$ cat src/verilog/swpp_pkg.sv
package swpp_pkg;

    localparam int CLK_MHZ = 250;

    // line timing, overdrive speed, in nanoseconds
    localparam int RESET_LOW_NS = 80000;
    localparam int RESET_HIGH_NS = 48000;
    localparam int PRESENCE_SAMPLE_NS = 8000;
    localparam int ZERO_LOW_NS = 8000;
    localparam int ONE_LOW_NS = 1000;
    localparam int READ_LOW_NS = 1000;
    localparam int READ_SAMPLE_NS = 2000;
    localparam int SLOT_NS = 11000;
    localparam int IDLE_LOW_MAX_NS = 15500;

    // least times round up to whole cycles
    localparam int RESET_LOW_CYC = (RESET_LOW_NS * CLK_MHZ + 999) / 1000;
    localparam int RESET_HIGH_CYC = (RESET_HIGH_NS * CLK_MHZ + 999) / 1000;
    localparam int ZERO_LOW_CYC = (ZERO_LOW_NS * CLK_MHZ + 999) / 1000;
    localparam int READ_LOW_CYC = (READ_LOW_NS * CLK_MHZ + 999) / 1000;
    localparam int SLOT_CYC = (SLOT_NS * CLK_MHZ + 999) / 1000;
    // longest times round down
    localparam int PRESENCE_SAMPLE_CYC = (PRESENCE_SAMPLE_NS * CLK_MHZ) / 1000;
    localparam int ONE_LOW_CYC = (ONE_LOW_NS * CLK_MHZ) / 1000;
    localparam int READ_SAMPLE_CYC = (READ_SAMPLE_NS * CLK_MHZ) / 1000;
    localparam int IDLE_LOW_MAX_CYC = (IDLE_LOW_MAX_NS * CLK_MHZ) / 1000;

    localparam int TIMER_W = 15;

    // rom function commands
    localparam logic [7:0] ROM_SEARCH = 8'hF0;
    localparam logic [7:0] ROM_READ = 8'h33;
    localparam logic [7:0] ROM_MATCH = 8'h55;
    localparam logic [7:0] ROM_SKIP = 8'hCC;
    localparam logic [7:0] ROM_RESUME = 8'hA5;
    localparam logic [7:0] ROM_OD_SKIP = 8'h3C;
    localparam logic [7:0] ROM_OD_MATCH = 8'h69;
    // device function command
    localparam logic [7:0] CMD_READ_TIMEOUT = 8'h99;

    localparam logic [15:0] CRC16_POLY = 16'hA001;
    localparam logic [15:0] CRC16_SEED = 16'h0000;
    localparam logic [15:0] CRC16_GOOD = 16'hB001;

    typedef enum logic [1:0] {
        SLOT_RESET,
        SLOT_WRITE0,
        SLOT_WRITE1,
        SLOT_READ
    } swpp_slot_t;

    typedef struct packed {
        logic line_o;
        logic line_oe;
    } swpp_pin_t;

    typedef struct packed {
        logic [7:0] rom_cmd;
        logic [63:0] rom_id;
    } swpp_req_t;

    typedef struct packed {
        logic presence;
        logic crc_ok;
        logic [7:0] timeout;
        logic [15:0] crc;
    } swpp_rsp_t;

endpackage : swpp_pkg

$ cat src/verilog/swpp_crc16.sv
`timescale 1ns/1ps
// bitwise crc-16, reflected x16+x15+x2+1
module swpp_crc16
    import swpp_pkg::*;
(
    // clock and reset
    input wire logic clk_i,
    input wire logic reset_n_i,
    // control
    input wire logic clear_i,
    input wire logic shift_i,
    input wire logic bit_i,
    // result
    output logic [15:0] crc_o
);

    logic [15:0] crc_ff, nxt_crc;

    always_comb begin
        nxt_crc = crc_ff;
        if (clear_i) begin
            nxt_crc = CRC16_SEED;
        end else if (shift_i) begin
            nxt_crc = {1'b0, crc_ff[15:1]} ^ ((crc_ff[0] ^ bit_i) ? CRC16_POLY : 16'h0000);
        end
    end

    always_ff @(posedge clk_i or negedge reset_n_i) begin
        if (!reset_n_i) begin
            crc_ff <= 16'h0000;
        end else begin
            crc_ff <= nxt_crc;
        end
    end

    assign crc_o = crc_ff;

endmodule : swpp_crc16

$ cat src/verilog/swpp_host.sv
`timescale 1ns/1ps
////////////////////////////////////////////////////////////////////////////////
module swpp_host
    import swpp_pkg::*;
(
    // clock and reset
    input wire logic clk_i,
    input wire logic reset_n_i,
    // request
    input wire logic start_i,
    input wire swpp_req_t req_i,
    output logic busy_o,
    // answer
    output logic done_o,
    output swpp_rsp_t rsp_o,
    output logic [63:0] found_id_o,
    // open-drain line
    input wire logic line_i,
    output logic line_o,
    output logic line_oe_o
);

    typedef enum logic [2:0] {
        ST_IDLE,
        ST_RESET,
        ST_ROM,
        ST_ID,
        ST_SEARCH,
        ST_CMD,
        ST_DATA,
        ST_FINISH
    } swpp_state_t;

    typedef enum logic [1:0] {
        TRI_TRUE,
        TRI_COMP,
        TRI_WRITE
    } swpp_tri_t;

    ////////////////////////////////////////////////////////////////////////////
    swpp_state_t state_ff, nxt_state;
    swpp_tri_t tri_ff, nxt_tri;
    swpp_req_t req_ff, nxt_req;
    logic [6:0] bit_cnt_ff, nxt_bit_cnt;
    logic [7:0] tx_ff, nxt_tx;
    logic [23:0] rx_ff, nxt_rx;
    logic [63:0] id_ff, nxt_id;
    logic true_bit_ff, nxt_true_bit;
    logic presence_ff, nxt_presence;
    logic busy_ff, nxt_busy;
    logic done_ff, nxt_done;
    logic slot_pending_ff, nxt_slot_pending;
    swpp_slot_t kind_ff, nxt_kind;
    swpp_rsp_t rsp_ff, nxt_rsp;
    logic oe_ff;

    logic slot_done, slot_bit, slot_oe;
    logic crc_clear, crc_shift, crc_bit;
    logic [15:0] crc_val;

    ////////////////////////////////////////////////////////////////////////////
    swpp_slot u_slot (
        .clk_i(clk_i),
        .reset_n_i(reset_n_i),
        .start_i(slot_pending_ff),
        .kind_i(kind_ff),
        .line_i(line_i),
        .line_oe_o(slot_oe),
        .done_o(slot_done),
        .bit_o(slot_bit)
    );

    swpp_crc16 u_crc (
        .clk_i(clk_i),
        .reset_n_i(reset_n_i),
        .clear_i(crc_clear),
        .shift_i(crc_shift),
        .bit_i(crc_bit),
        .crc_o(crc_val)
    );

    // crc covers command byte and received bytes, write or read alike
    assign crc_clear = (state_ff == ST_RESET);
    assign crc_shift = slot_done && (state_ff == ST_CMD || state_ff == ST_DATA);
    assign crc_bit = (state_ff == ST_CMD) ? tx_ff[0] : slot_bit;

    ////////////////////////////////////////////////////////////////////////////
    function automatic swpp_slot_t wr_kind(input logic b);
        wr_kind = b ? SLOT_WRITE1 : SLOT_WRITE0;
    endfunction : wr_kind

    always_comb begin
        nxt_state = state_ff;
        nxt_tri = tri_ff;
        nxt_req = req_ff;
        nxt_bit_cnt = bit_cnt_ff;
        nxt_tx = tx_ff;
        nxt_rx = rx_ff;
        nxt_id = id_ff;
        nxt_true_bit = true_bit_ff;
        nxt_presence = presence_ff;
        nxt_busy = busy_ff;
        nxt_done = 1'b0;
        nxt_slot_pending = 1'b0;
        nxt_kind = kind_ff;
        nxt_rsp = rsp_ff;
        unique case (state_ff)
            ST_IDLE: begin
                if (start_i) begin
                    nxt_req = req_i;
                    nxt_busy = 1'b1;
                    nxt_presence = 1'b0;
                    nxt_kind = SLOT_RESET;
                    nxt_slot_pending = 1'b1;
                    nxt_state = ST_RESET;
                end
            end
            ST_RESET: begin
                if (slot_done) begin
                    nxt_presence = ~slot_bit;
                    if (slot_bit) begin
                        nxt_state = ST_FINISH;
                    end else begin
                        // rom command next, lsb first
                        nxt_tx = req_ff.rom_cmd;
                        nxt_bit_cnt = '0;
                        nxt_kind = wr_kind(req_ff.rom_cmd[0]);
                        nxt_slot_pending = 1'b1;
                        nxt_state = ST_ROM;
                    end
                end
            end
            ST_ROM: begin
                if (slot_done) begin
                    nxt_tx = {1'b0, tx_ff[7:1]};
                    nxt_bit_cnt = bit_cnt_ff + 1'b1;
                    nxt_slot_pending = 1'b1;
                    if (bit_cnt_ff != 7'd7) begin
                        nxt_kind = wr_kind(tx_ff[1]);
                    end else begin
                        nxt_bit_cnt = '0;
                        nxt_tri = TRI_TRUE;
                        nxt_id = req_ff.rom_id;
                        unique case (req_ff.rom_cmd)
                            ROM_MATCH, ROM_OD_MATCH: begin
                                nxt_kind = wr_kind(req_ff.rom_id[0]);
                                nxt_state = ST_ID;
                            end
                            ROM_READ: begin
                                nxt_kind = SLOT_READ;
                                nxt_state = ST_ID;
                            end
                            ROM_SEARCH: begin
                                nxt_kind = SLOT_READ;
                                nxt_state = ST_SEARCH;
                            end
                            default: begin
                                // skip, resume, od skip: no identifier
                                nxt_tx = CMD_READ_TIMEOUT;
                                nxt_kind = wr_kind(CMD_READ_TIMEOUT[0]);
                                nxt_state = ST_CMD;
                            end
                        endcase
                    end
                end
            end
            ST_ID: begin
                if (slot_done) begin
                    nxt_id = {(req_ff.rom_cmd == ROM_READ) ? slot_bit : id_ff[0], id_ff[63:1]};
                    nxt_bit_cnt = bit_cnt_ff + 1'b1;
                    nxt_slot_pending = 1'b1;
                    if (bit_cnt_ff != 7'd63) begin
                        nxt_kind = (req_ff.rom_cmd == ROM_READ) ? SLOT_READ : wr_kind(id_ff[1]);
                    end else begin
                        nxt_bit_cnt = '0;
                        nxt_tx = CMD_READ_TIMEOUT;
                        nxt_kind = wr_kind(CMD_READ_TIMEOUT[0]);
                        nxt_state = ST_CMD;
                    end
                end
            end
            ST_SEARCH: begin
                if (slot_done) begin
                    nxt_slot_pending = 1'b1;
                    unique case (tri_ff)
                        TRI_TRUE: begin
                            nxt_true_bit = slot_bit;
                            nxt_kind = SLOT_READ;
                            nxt_tri = TRI_COMP;
                        end
                        TRI_COMP: begin
                            // on conflict take the requested branch bit
                            nxt_true_bit = (true_bit_ff == slot_bit) ? id_ff[0] : true_bit_ff;
                            nxt_kind = wr_kind(nxt_true_bit);
                            nxt_tri = TRI_WRITE;
                        end
                        default: begin
                            nxt_id = {true_bit_ff, id_ff[63:1]};
                            nxt_tri = TRI_TRUE;
                            nxt_bit_cnt = bit_cnt_ff + 1'b1;
                            nxt_kind = SLOT_READ;
                            if (bit_cnt_ff == 7'd63) begin
                                nxt_bit_cnt = '0;
                                nxt_tx = CMD_READ_TIMEOUT;
                                nxt_kind = wr_kind(CMD_READ_TIMEOUT[0]);
                                nxt_state = ST_CMD;
                            end
                        end
                    endcase
                end
            end
            ST_CMD: begin
                if (slot_done) begin
                    nxt_tx = {1'b0, tx_ff[7:1]};
                    nxt_bit_cnt = bit_cnt_ff + 1'b1;
                    nxt_slot_pending = 1'b1;
                    if (bit_cnt_ff != 7'd7) begin
                        nxt_kind = wr_kind(tx_ff[1]);
                    end else begin
                        nxt_bit_cnt = '0;
                        nxt_kind = SLOT_READ;
                        nxt_state = ST_DATA;
                    end
                end
            end
            ST_DATA: begin
                if (slot_done) begin
                    // byte then crc lsb byte then msb byte, all lsb first
                    nxt_rx = {slot_bit, rx_ff[23:1]};
                    nxt_bit_cnt = bit_cnt_ff + 1'b1;
                    if (bit_cnt_ff != 7'd23) begin
                        nxt_kind = SLOT_READ;
                        nxt_slot_pending = 1'b1;
                    end else begin
                        nxt_state = ST_FINISH;
                    end
                end
            end
            ST_FINISH: begin
                nxt_rsp.presence = presence_ff;
                nxt_rsp.timeout = rx_ff[7:0];
                nxt_rsp.crc = rx_ff[23:8];
                // residue over data plus inverted crc
                nxt_rsp.crc_ok = presence_ff && (crc_val == CRC16_GOOD);
                nxt_busy = 1'b0;
                nxt_done = 1'b1;
                nxt_state = ST_IDLE;
            end
            default: nxt_state = ST_IDLE;
        endcase
    end

    ////////////////////////////////////////////////////////////////////////////
    always_ff @(posedge clk_i or negedge reset_n_i) begin
        if (!reset_n_i) begin
            state_ff <= ST_IDLE;
            tri_ff <= TRI_TRUE;
            req_ff <= '0;
            bit_cnt_ff <= '0;
            tx_ff <= 8'h00;
            rx_ff <= 24'h000000;
            id_ff <= 64'h0;
            true_bit_ff <= 1'b0;
            presence_ff <= 1'b0;
            busy_ff <= 1'b0;
            done_ff <= 1'b0;
            slot_pending_ff <= 1'b0;
            kind_ff <= SLOT_WRITE1;
            rsp_ff <= '0;
            oe_ff <= 1'b0;
        end else begin
            state_ff <= nxt_state;
            tri_ff <= nxt_tri;
            req_ff <= nxt_req;
            bit_cnt_ff <= nxt_bit_cnt;
            tx_ff <= nxt_tx;
            rx_ff <= nxt_rx;
            id_ff <= nxt_id;
            true_bit_ff <= nxt_true_bit;
            presence_ff <= nxt_presence;
            busy_ff <= nxt_busy;
            done_ff <= nxt_done;
            slot_pending_ff <= nxt_slot_pending;
            kind_ff <= nxt_kind;
            rsp_ff <= nxt_rsp;
            oe_ff <= slot_oe;
        end
    end

    ////////////////////////////////////////////////////////////////////////////
    // extra flop keeps outputs registered; delays both edges by one cycle, low widths unchanged
    assign line_oe_o = oe_ff;
    assign line_o = 1'b0; // open drain: only ever drives low
    assign busy_o = busy_ff;
    assign done_o = done_ff;
    assign rsp_o = rsp_ff;
    assign found_id_o = id_ff;

endmodule : swpp_host

$ cat src/verilog/swpp_slot.sv
`timescale 1ns/1ps
// drives one reset or bit slot on the open-drain line and samples it
module swpp_slot
    import swpp_pkg::*;
(
    // clock and reset
    input wire logic clk_i,
    input wire logic reset_n_i,
    // request
    input wire logic start_i,
    input wire swpp_slot_t kind_i,
    // line
    input wire logic line_i,
    output logic line_oe_o,
    // answer
    output logic done_o,
    output logic bit_o
);

    typedef enum logic [1:0] {
        ST_IDLE,
        ST_LOW,
        ST_HIGH
    } swpp_sl_state_t;

    swpp_sl_state_t state_ff, nxt_state;
    swpp_slot_t kind_ff, nxt_kind;
    logic [TIMER_W-1:0] cnt_ff, nxt_cnt;
    logic [TIMER_W-1:0] low_len, total_len, smp_at;
    logic bit_ff, nxt_bit;
    logic done_ff, nxt_done;
    logic oe_ff, nxt_oe;

    always_comb begin
        unique case (kind_ff)
            SLOT_RESET: begin
                low_len = TIMER_W'(RESET_LOW_CYC);
                smp_at = TIMER_W'(RESET_LOW_CYC + PRESENCE_SAMPLE_CYC);
                total_len = TIMER_W'(RESET_LOW_CYC + RESET_HIGH_CYC);
            end
            SLOT_WRITE0: begin
                low_len = TIMER_W'(ZERO_LOW_CYC);
                smp_at = TIMER_W'(ZERO_LOW_CYC);
                total_len = TIMER_W'(SLOT_CYC);
            end
            SLOT_WRITE1: begin
                low_len = TIMER_W'(ONE_LOW_CYC);
                smp_at = TIMER_W'(ONE_LOW_CYC);
                total_len = TIMER_W'(SLOT_CYC);
            end
            SLOT_READ: begin
                low_len = TIMER_W'(READ_LOW_CYC);
                smp_at = TIMER_W'(READ_SAMPLE_CYC);
                total_len = TIMER_W'(SLOT_CYC);
            end
        endcase
    end

    always_comb begin
        nxt_state = state_ff;
        nxt_kind = kind_ff;
        nxt_cnt = cnt_ff;
        nxt_bit = bit_ff;
        nxt_done = 1'b0;
        nxt_oe = oe_ff;
        unique case (state_ff)
            ST_IDLE: begin
                // only falling edges come from here; idle leaves line released
                if (start_i) begin
                    nxt_kind = kind_i;
                    nxt_cnt = '0;
                    nxt_oe = 1'b1;
                    nxt_state = ST_LOW;
                end
            end
            ST_LOW: begin
                nxt_cnt = cnt_ff + 1'b1;
                if (cnt_ff == low_len - 1'b1) begin
                    nxt_oe = 1'b0;
                    nxt_state = ST_HIGH;
                end
            end
            ST_HIGH: begin
                nxt_cnt = cnt_ff + 1'b1;
                // presence is active low; read 0 is device pulldown
                if (cnt_ff == smp_at) begin
                    nxt_bit = line_i;
                end
                // full slot incl. recovery before next one
                if (cnt_ff == total_len - 1'b1) begin
                    nxt_done = 1'b1;
                    nxt_state = ST_IDLE;
                end
            end
            default: nxt_state = ST_IDLE;
        endcase
    end

    always_ff @(posedge clk_i or negedge reset_n_i) begin
        if (!reset_n_i) begin
            state_ff <= ST_IDLE;
            kind_ff <= SLOT_WRITE1;
            cnt_ff <= '0;
            bit_ff <= 1'b1;
            done_ff <= 1'b0;
            oe_ff <= 1'b0;
        end else begin
            state_ff <= nxt_state;
            kind_ff <= nxt_kind;
            cnt_ff <= nxt_cnt;
            bit_ff <= nxt_bit;
            done_ff <= nxt_done;
            oe_ff <= nxt_oe;
        end
    end

    assign line_oe_o = oe_ff;
    assign done_o = done_ff;
    assign bit_o = bit_ff;

endmodule : swpp_slot
$ cat config.mk
export PLATFORM = sky130hd
export DESIGN_NAME = swpp_host
export DESIGN_NICKNAME = d
export VERILOG_FILES = /design/src/verilog/swpp_pkg.sv /design/src/verilog/swpp_crc16.sv /design/src/verilog/swpp_host.sv /design/src/verilog/swpp_slot.sv
export SDC_FILE = /design/constraint.sdc
export NUM_CORES = 1
export LEC_CHECK = 0
export ABC_AREA = 1
export BUFFER_PORTS_ARGS = -buffer_cell sky130_fd_sc_hd__buf_2
export CORE_MARGIN = 4
export CORE_UTILIZATION = 45
export CTS_BUF_LIST = sky130_fd_sc_hd__clkbuf_8 sky130_fd_sc_hd__clkbuf_16
export DETAILED_ROUTE_END_ITERATION = 8
export GPL_ROUTABILITY_DRIVEN = 0
export HOLD_SLACK_MARGIN = 0.12
export PLACE_DENSITY_LB_ADDON = 0.2
export RECOVER_POWER = 50
export SLEW_MARGIN = 20
export SYNTH_ARGS = -nofsm -noshare
export SYNTH_HDL_FRONTEND = slang
export SYNTH_SLANG_ARGS = --single-unit
$ cat constraint.sdc
create_clock -name clk_i -period 4.9 [get_ports clk_i]
set_input_delay 0 -clock clk_i [delete_from_list [all_inputs] [get_ports clk_i]]
set_output_delay 0 -clock clk_i [all_outputs]
set_load 0.05 [all_outputs]
==> run_results.csv, run 1 <==
group,metric,value,unit
status,status,"finished with violations",
status,violations,"capacitance limit, slew limit",
routing,met1_length,12200,um
routing,drt_pass1_iterations,5,
routing,wl_met2,13100,um
synthesis,syn-instance-count,1329,
cts,cts_resized,0,
cts,clockBufferDepth,3,
critical_path,cp_num_cells,10,
sta,tightest_slew,2.59,ns
routing,ant_nets,0,
sta,fin_skew,0.0143,ns
sta,fin_setup_tns,0,ns
sta,slew_viol_final,105,
global_routing,overflow,0,
sta,timing.fmax,350,MHz
critical_path,crit_fanout,69,
synthesis,ys_types,47,
critical_path,cp.required,5.36,ns
synthesis,syn_avg_cell_area,8.81,sq um
synthesis,synth-main-ff-cell,"dfrtp_1",
synthesis,synth_seq_area_share,53.9,%
sta,fin_crit,2.86,ns
pwr,p_clk_share,29.7,%
pwr,pwr-share-comb,27.9,%
global_routing,grt_pass1_wl,46600,um
routing,wl_per_cell,14.5,um
hold_path,min_from,"req_i[45]",
synthesis,synth_edf_count,0,
critical_path,r2r-start,"bit_cnt_ff[0]$_DFFE_PN0P_",
cts,cts_made_buffers,27,
placement,port-buffer-count,168,
layout,layout_common_cells,"352 x nand2_1, 249 x dfrtp_1, 158 x nor2_1",
synthesis,synth-seq-cells,252,
routing,via_count,9657,
routing,drt_iter0_drc,692,
floorplanning,fp.coreArea,25400,sq um
floorplanning,dieArea,28700,sq um
layout,diodes,0,
floorplanning,num_rows,58,
critical_path,cp_top_family,"simple AND/OR/NAND/NOR gates",
pwr,internal_power,0.00424,W
layout,syn_to_final_growth,20.9,%
critical_path,crit_path_start_kind,"register",
floorplanning,initial_utilization,46.1,%
pwr,powerDensity,452,nW/um^2
cts,cts_root_buf,"clkbuf_16",
critical_path,cp.arrival,3.32,ns
synthesis,async_reset_ff_share,100,%
critical_path,cp-end-kind,"register",
floorplanning,die_y,169,um
job,maxCapViolCount,1,
synthesis,netlist_area,11700,sq um
layout,multiInputGateArea,4630,sq um
routing,route.met3.wl,1670,um
global_routing,track_usage,19.1,%
cts,clk-insertion-delay-late,0.54,ns
critical_path,critPathBufInv,2,
floorplanning,ios,170,
sta,rsz0062_at_grt,"no",
layout,final_common_cell,"nand2_1",
global_routing,antenna_found_initial,0,
pwr,p_sw,0.00216,W
layout,seq_area,6310,sq um
synthesis,yosysWarnings,0,
hold_path,hold_class,"in -> reg",
pwr,swShare,33.8,%
routing,maxUsedRoutingLayer,"met4",
cts,clock-sinks,252,
layout,drive_above_1_share,13.5,%
pwr,peakVddDrop,0.302,mV
cts,cts.reportedPaths.clkPinSlew,0.06,ns
cts,htree_levels,1,
cts,cts_setup_buffers,0,
routing,drc,0,
hold_path,min_path_cells,3,
critical_path,crit_path_start,"bit_cnt_ff[0]$_DFFE_PN0P_",
critical_path,critPathSlowestCell,"nor2_8",
sta,setup_viol,0,
layout,nNetsFinal,1632,
pwr,p_total,0.00640,W
critical_path,crit_type,"reg -> reg",
synthesis,synth_nets,1410,
critical_path,slowest_delay,0.65,ns
floorplanning,chipWidth,169,um
global_routing,first_global_vias,9540,
cts,tritoncts,"done",
routing,routed_wl,27600,um
routing,detail_route.vias_per_cell,5.08,
sta,final_hold_viol_count,0,
critical_path,reg2reg_depth,10,
layout,fillers,2347,
placement,post-dp-hpwl,17700,um
sta,finalCritPeriodShare,58.3,%
sta,max_slew_margin,-72.7,%
critical_path,crit_chain,"ha_1 > nand2_2 > nor2_2 > inv_2 > nor2_4 > o21ai_2 > nor2_8 > buf_4 > nor2_1 > a31oi_1",
global_routing,grt_max_degree,149,
pwr,leakage,6.61,nW
pwr,seqPwrFrac,42.4,%
logic make-up after synthesis:
family,Yosys count,synth area share (%)
and+or+nand+nor,628,22.6
DFF,252,53.9
AOI/OAI and AO/OA,205,10.0
buffers and inverters,171,6.68
muxes,62,5.96
adders and majority gates,5,0.534
xor gates and xnor gates,5,0.374
other,1,0.0320
per-layer routing:
layer,up-vias,global-route usage (%)
met1,4541,25.8
met3,45,4.22
li1,4814,-
met4,0,4.62
met2,257,31.6
met5,-,0
power groups by stage:
stage | logic [W] | registers, W | clock network [W]
floorplan | 0.00143 | 0.00268 | 0
global placement | 0.00171 | 0.00273 | 0
detailed placement | 0.00173 | 0.00275 | 0
CTS | 0.00179 | 0.00271 | 0.00196
global route | 0.00201 | 0.00276 | 0.00206
finish | 0.00178 | 0.00271 | 0.00190
sequential cells by signal, summed over array words and instances (netlist names), 2 cells and up:
name	flops
u_slot.state_ff	2
tri_ff	2
bit_cnt_ff	7
req_ff	72
u_crc.crc_o	16
state_ff	3
tx_ff	8
rsp_o	26
kind_ff	2
u_slot.kind_ff	2
rx_ff	24
found_id_o	64
u_slot.cnt_ff	15
through the flow:
stage          std cells  util, %  cell area [sq um]  setup WS (ns)  hold WS, ns
6_report            1902     55.8              14200           2.04        0.212
5_1_grt             1902     55.8              14200           1.79        0.201
4_1_cts             1902     56.3              14300           2.07        0.133
3_5_place_dp        1777     50.0              12700           2.06        0.102
3_3_place_gp        1777     50.0              12700           2.20        0.107
2_1_floorplan       1329        -              11700           3.20       -0.296
final timing paths:
kind	to	slack (ns)
max	found_id_o[24]$_DFFE_PN0P_	2.04
min	req_ff[45]$_DFFE_PN0P_	0.21
max reg2reg	found_id_o[24]$_DFFE_PN0P_	2.04
min reg2reg	line_oe_o$_DFF_PN0_	0.38
max in group asynchronous	found_id_o[38]$_DFFE_PN0P_	2.31
min in group asynchronous	rsp_o[4]$_DFFE_PN0P_	0.80
area by class of cell:
type / count / share of cell area, %
Clock buffer: 33 / 5.35
Clock inverter: 17 / 0.601
Inverter: 114 / 3.02
Multi-Input combinational cell: 906 / 32.7
Sequential cell: 252 / 44.5
Tap cell: 330 / 2.92
Timing Repair Buffer: 250 / 10.9
synthesized netlist by cell type, types with 4 or more instances:
library cell / count / area (sq um)
o211ai_1: 7 / 52.6
nor2_2: 4 / 25.0
nand2_2: 7 / 43.8
nand2_1: 353 / 1330
nand3_1: 47 / 235
o22ai_1: 14 / 87.6
inv_2: 12 / 45.0
clkbuf_1: 22 / 82.6
a31oi_1: 62 / 388
xor2_1: 4 / 35.0
mux2_2: 48 / 541
a21oi_1: 29 / 145
nand4_1: 21 / 131
nor3_1: 20 / 100
buf_4: 11 / 82.6
inv_1: 101 / 379
buf_2: 12 / 60.1
nand3_2: 4 / 40.0
o21ai_0: 77 / 385
o21ai_1: 6 / 30.0
dfrtp_1: 249 / 6230
mux2_1: 14 / 158
buf_6: 11 / 124
nor2_1: 158 / 593
ha_1: 5 / 62.6
tightest hold or removal path, stage by stage:
cell and delay (ns):
dlygate4sd3_1 0.51, buf_2 0.09, mux2_2 0.12
repair_timing:
action,in CTS,in global routing
hold endpoints to repair,181,0
setup endpoints to repair,0,0
hold buffers,75,0
Note: power is estimated with default switching activity, not from simulation.
==> run 2: changes to the inputs <==
==> constraint.sdc (replaced) <==
create_clock -name clk_i -period 2.95 [get_ports clk_i]
set_input_delay 0 -clock clk_i [delete_from_list [all_inputs] [get_ports clk_i]]
set_output_delay 0 -clock clk_i [all_outputs]
set_load 0.05 [all_outputs]
==> run 2 against run 1 <==
  * Largest power group unchanged
  * Clock skew rose by 0.0094 ns
  * Total power rose by 76%
  * Critical path depth did not move
  * The flow now finishes without violations
  * Setup slack got worse by 1.4 ns
  * Final area rose by 2.7%
  * Sequential power rose by 67%
  * Register-to-register slack got worse by 1.4 ns
  * Via count rose by 2.5%
==> run_results.csv, run 2 (synthesized netlist as in run 1, its figures left out) <==
group,metric,value,unit
routing,drt_pass1_iterations,5,
critical_path,cp-end-kind,"register",
global_routing,first_global_vias,9642,
sta,slew_viol_final,0,
layout,finalInstanceArea,14500,sq um
sta,rsz0062_at_grt,"no",
routing,via_count,9903,
hold_path,hold_class,"in -> reg",
cts,clock-sinks,252,
floorplanning,fp.coreArea,25400,sq um
global_routing,track_usage,19.7,%
sta,whs,0.187,ns
floorplanning,dieArea,28700,sq um
placement,dpl_cell_area,12800,sq um
routing,ant_nets,0,
critical_path,crit_path_start_kind,"register",
status,status,"completed",
routing,drt_iter0_drc,853,
critical_path,crit_fanout,68,
placement,post-dp-hpwl,18600,um
pwr,leakage,6.78,nW
layout,fillers,2327,
critical_path,cp.arrival,2.75,ns
sta,fin_skew,0.0237,ns
cts,cts_setup_buffers,0,
job,maxCapViolCount,0,
sta,max_slew_margin,3.75,%
global_routing,overflow,0,
layout,largest_reg_flops,72,
floorplanning,die_y,169,um
cts,tritoncts,"done",
global_routing,antenna_found_initial,0,
floorplanning,ios,170,
floorplanning,chipWidth,169,um
global_routing,grt_pass1_wl,47700,um
routing,drc,0,
cts,cts.reportedPaths.clkPinSlew,0.06,ns
layout,diodes,0,
routing,detail_route.vias_per_cell,5.14,
cts,cts_root_buf,"clkbuf_16",
layout,final_core_util,57.2,%
sta,fin_crit,2.29,ns
critical_path,cp.required,3.41,ns
sta,timing.fmax,436,MHz
routing,routed_wl,28400,um
layout,nNetsFinal,1657,
layout,syn_to_final_growth,24.1,%
cts,htree_levels,1,
layout,regMostFlops,"req_ff",
placement,port-buffer-count,168,
layout,drive_above_1_share,13.6,%
layout,layout_common_cells,"352 x nand2_1, 249 x dfrtp_1, 158 x nor2_1",
cts,clk-insertion-delay-late,0.55,ns
cts,cts_resized,0,
sta,final_hold_viol_count,0,
routing,wl_per_cell,14.7,um
sta,setup_viol,0,
pwr,powerDensity,775,nW/um^2
cts,cts_made_buffers,28,
sta,finalCritPeriodShare,77.7,%
floorplanning,num_rows,58,
floorplanning,initial_utilization,46.1,%
global_routing,grt_max_degree,102,
pwr,peakVddDrop,0.546,mV
sta,tightest_slew,1.44,ns
cts,clockBufferDepth,3,
sta,fin_setup_tns,0,ns
layout,final_common_cell,"nand2_1",
critical_path,crit_type,"reg -> reg",
-- run 2: cell count changes in the layout (fill, tap and decap cells not counted), moves of 2 or more --
| cell | delta |
|---|---|
| buf_12 | +4 |
| bufinv_16 | +3 |
| clkinv_2 | -2 |
| dlygate4sd3_1 | +20 |
-- run 2: final timing paths --
| path | startpoint | end | slack, ns | cells past startpoint |
|---|---|---|---|---|
| worst min-delay path | req_i[32] | req_ff[32]$_DFFE_PN0P_ | 0.19 | 3 |
| worst max-delay path | bit_cnt_ff[0]$_DFFE_PN0P_ | found_id_o[34]$_DFFE_PN0P_ | 0.66 | 10 |
| worst max register to register | bit_cnt_ff[0]$_DFFE_PN0P_ | found_id_o[34]$_DFFE_PN0P_ | 0.66 | 10 |
| worst min register to register | u_slot.line_oe_o$_DFFE_PN0P_ | line_oe_o$_DFF_PN0_ | 0.37 | 0 |
| max in group asynchronous | reset_n_i | kind_ff[1]$_DFFE_PN1P_ | 0.79 | 4 |
| min in group asynchronous | reset_n_i | rsp_o[3]$_DFFE_PN0P_ | 0.88 | 3 |
-- run 2: routing by layer --
metal	vias to the layer above	global-route usage, %	wire length (um)
li1	4877	-	-
met1	4704	27.3	12600
met2	269	31.6	13300
met3	53	4.52	1820
met4	0	4.76	620
met5	-	0	0
-- run 2: layout make-up --
| cell class | instances | area (sq um) | share of cell area, % |
|---|---|---|---|
| Clock buffer | 33 | 769 | 5.29 |
| Clock inverter | 19 | 170 | 1.17 |
| Inverter | 114 | 428 | 2.94 |
| Multi-Input combinational cell | 906 | 4630 | 31.8 |
| Sequential cell | 252 | 6310 | 43.4 |
| Tap cell | 330 | 413 | 2.84 |
| Timing Repair Buffer | 274 | 1820 | 12.5 |
-- run 2: worst max-delay path, cell delays in order (launching register included) --
cell     delay, ns
dfrtp_1       0.38
ha_1          0.22
nand2_2       0.09
nor2_2        0.15
inv_2         0.06
nor2_4        0.15
o21ai_2       0.13
nor2_8        0.41
buf_12        0.32
nor2_1        0.10
a31oi_1       0.20
-- run 2: what timing repair did --
action / in CTS / in global routing
hold buffers: 95 / 0
endpoints found under the hold margin: 300 / 0
endpoints found under the setup margin: 0 / 0
-- run 2: power breakdown --
part           internal, W  switching, W  total (W)
sequential         0.00410      0.000425    0.00452
clock              0.00211       0.00139    0.00350
combinational      0.00134       0.00189    0.00324
total              0.00755       0.00371     0.0113
-- run 2: through the flow --
step                instances  power (W)  setup WS, ns
CTS                      1928     0.0113         0.704
global placement         1781    0.00742         0.797
detailed placement       1781    0.00750         0.697
floorplan                1329    0.00682          1.25
global route             1928     0.0119         0.416
finish                   1928     0.0113         0.657
==> run 3: changes to the inputs <==
==> constraint.sdc (replaced) <==
create_clock -name clk_i -period 1.94 [get_ports clk_i]
set_input_delay 0 -clock clk_i [delete_from_list [all_inputs] [get_ports clk_i]]
set_output_delay 0 -clock clk_i [all_outputs]
set_load 0.05 [all_outputs]
==> run 3 against run 2 <==
  * Cell count rose by 1.0%
  * Utilization rose by 1.8 points
  * Critical path type unchanged
  * Global-route usage rose by 0.22 points
  * Routed wire length rose by 4.2%
  * Critical path depth fell by 5
  * Die area did not move
  * Setup slack got worse by 0.54 ns
  * Flip-flop and latch count did not move
  * Register-to-register slack got worse by 0.54 ns
  * Non-clock buffer count rose by 20
  * Sequential share of layout area fell by 1.3 points
==> run_results.csv, run 3 (synthesized netlist as in run 1, its figures left out) <==
group,metric,value,unit
layout,stdcell_count,1948,
cts,tritoncts,"done",
cts,clockBufferDepth,3,
layout,diodes,0,
layout,final_common_cell,"nand2_1",
pwr,powerDensity,1200,nW/um^2
floorplanning,num_rows,58,
sta,tightest_slew,0.976,ns
global_routing,overflow,0,
critical_path,slowest_delay,0.49,ns
layout,drive_above_1_share,20.3,%
critical_path,critPathSlowestCell,"dfrtp_2",
critical_path,reg2reg_depth,5,
routing,drt_iter0_drc,545,
cts,htree_levels,1,
routing,drc,0,
cts,clk-insertion-delay-late,0.54,ns
job,maxCapViolCount,0,
cts,cts_root_buf,"clkbuf_16",
critical_path,r2r_end,"req_ff[34]$_DFFE_PN0P_",
floorplanning,dieArea,28700,sq um
routing,ant_nets,0,
pwr,leakage,7.17,nW
critical_path,crit_path_start_kind,"register",
floorplanning,fp.coreArea,25400,sq um
layout,syn_to_final_growth,28.0,%
sta,finalCritPeriodShare,94.2,%
routing,routed_wl,29600,um
sta,setup_viol,0,
global_routing,track_usage,19.9,%
hold_path,min_path_cells,3,
sta,final_hold_viol_count,0,
routing,drt_pass1_iterations,5,
layout,nNetsFinal,1677,
critical_path,cp.required,2.36,ns
layout,final_core_util,59.0,%
cts,clock-sinks,252,
routing,wl_per_cell,15.2,um
placement,post-dp-hpwl,19000,um
routing,detail_route.vias_per_cell,5.14,
critical_path,r2r_slack,0.11,ns
critical_path,r2r-start,"state_ff[2]$_DFFE_PN0P_",
routing,via_count,10000,
sta,fin_skew,0.0112,ns
critical_path,crit_path_start,"state_ff[2]$_DFFE_PN0P_",
sta,max_slew_margin,35.0,%
layout,regMostFlops,"req_ff",
sta,fin_setup_tns,0,ns
pwr,peakVddDrop,0.873,mV
floorplanning,initial_utilization,46.1,%
sta,slew_viol_final,0,
cts,cts_made_buffers,28,
layout,fillers,2321,
critical_path,crit_chain,"buf_4 > nor3_4 > nand2_4 > buf_12 > mux2_1",
placement,port-buffer-count,168,
global_routing,antenna_found_initial,0,
critical_path,endpoint,"req_ff[34]$_DFFE_PN0P_",
hold_path,hold_class,"in -> reg",
layout,layout_common_cells,"351 x nand2_1, 246 x dfrtp_1, 154 x nor2_1",
floorplanning,ios,170,
floorplanning,die_y,169,um
sta,timing.fmax,547,MHz
critical_path,cp-end-kind,"register",
global_routing,first_global_vias,9803,
critical_path,cp.arrival,2.25,ns
placement,dp_cells,1813,
global_routing,grt_pass1_wl,48200,um
cts,cts.reportedPaths.clkPinSlew,0.06,ns
floorplanning,chipWidth,169,um
status,status,"completed",
global_routing,grt_max_degree,85,
critical_path,crit_fanout,84,
critical_path,crit_type,"reg -> reg",
layout,largest_reg_flops,72,
sta,fin_crit,1.83,ns
run 3: cell types whose count changed in the layout (fill, tap and decap cells not counted), moves of 4 or more:
cell / change
buf_4: +29
clkinv_2: +4
bufinv_16: +5
clkbuf_1: -50
inv_1: -11
dlygate4sd3_1: -19
nor2_1: -4
buf_2: +51
run 3: report_power, final:
group          switching, W  internal [W]  total, W  leakage, nW
registers          0.000612       0.00624   0.00685         3.28
logic               0.00294       0.00208   0.00502         3.34
clock network       0.00217       0.00396   0.00613        0.545
run 3: worst min path at each step:
stage / startpoint / endpoint / slack (ns)
floorplan: reset_n_i / bit_cnt_ff[0]$_DFFE_PN0P_ / -0.30
CTS: req_i[58] / req_ff[58]$_DFFE_PN0P_ / 0.18
detailed placement: reset_n_i / rx_ff[10]$_DFFE_PN0P_ / -0.08
global route: req_i[58] / req_ff[58]$_DFFE_PN0P_ / 0.20
global placement: reset_n_i / rsp_o[2]$_DFFE_PN0P_ / -0.09
finish: req_i[58] / req_ff[58]$_DFFE_PN0P_ / 0.21
run 3: critical path: cells and delay by family (launching register included):
family,cells,cell delay (ns)
buffers and inverters,2,0.40
multiplexers,1,0.38
flip-flops,1,0.49
AND/OR/NAND/NOR,2,0.36
run 3: per-stage QoR:
stage	worst slack, ns	cell area (sq um)	total power (W)	hold WS (ns)
3_5_place_dp	0.0172	13000	0.0118	-0.0835
4_1_cts	-0.00699	14900	0.0181	0.180
2_1_floorplan	0.240	11700	0.0104	-0.296
5_1_grt	-0.0179	15000	0.0191	0.204
6_report	0.113	15000	0.0180	0.207
3_3_place_gp	0.106	13000	0.0117	-0.0853
run 3: per-layer routing:
layer  global-route usage [%]  up-vias  routed length (um)
met5                        0        -                   0
met4                     4.59        0                 466
met3                     4.01       41                1870
met2                     32.7      270               14200
met1                     27.4     4788               13000
li1                         -     4916                   -
run 3: layout make-up:
class | instances | area, sq um | area share (%)
Clock inverter | 18 | 294 | 1.96
Multi-Input combinational cell | 906 | 4690 | 31.3
Clock buffer | 34 | 795 | 5.30
Tap cell | 330 | 413 | 2.75
Inverter | 114 | 432 | 2.88
Timing Repair Buffer | 294 | 2050 | 13.7
Sequential cell | 252 | 6310 | 42.1
run 3: what timing repair did:
| action | in CTS | in global routing |
|---|---|---|
| hold endpoints to repair | 330 | 0 |
| pin swaps | 0 | 1 |
| endpoints found under the setup margin | 2 | 79 |
| gates resized for setup | 2 | 22 |
| cloned | 0 | 4 |
| hold buffers | 77 | 0 |
| buffers inserted | 0 | 2 |
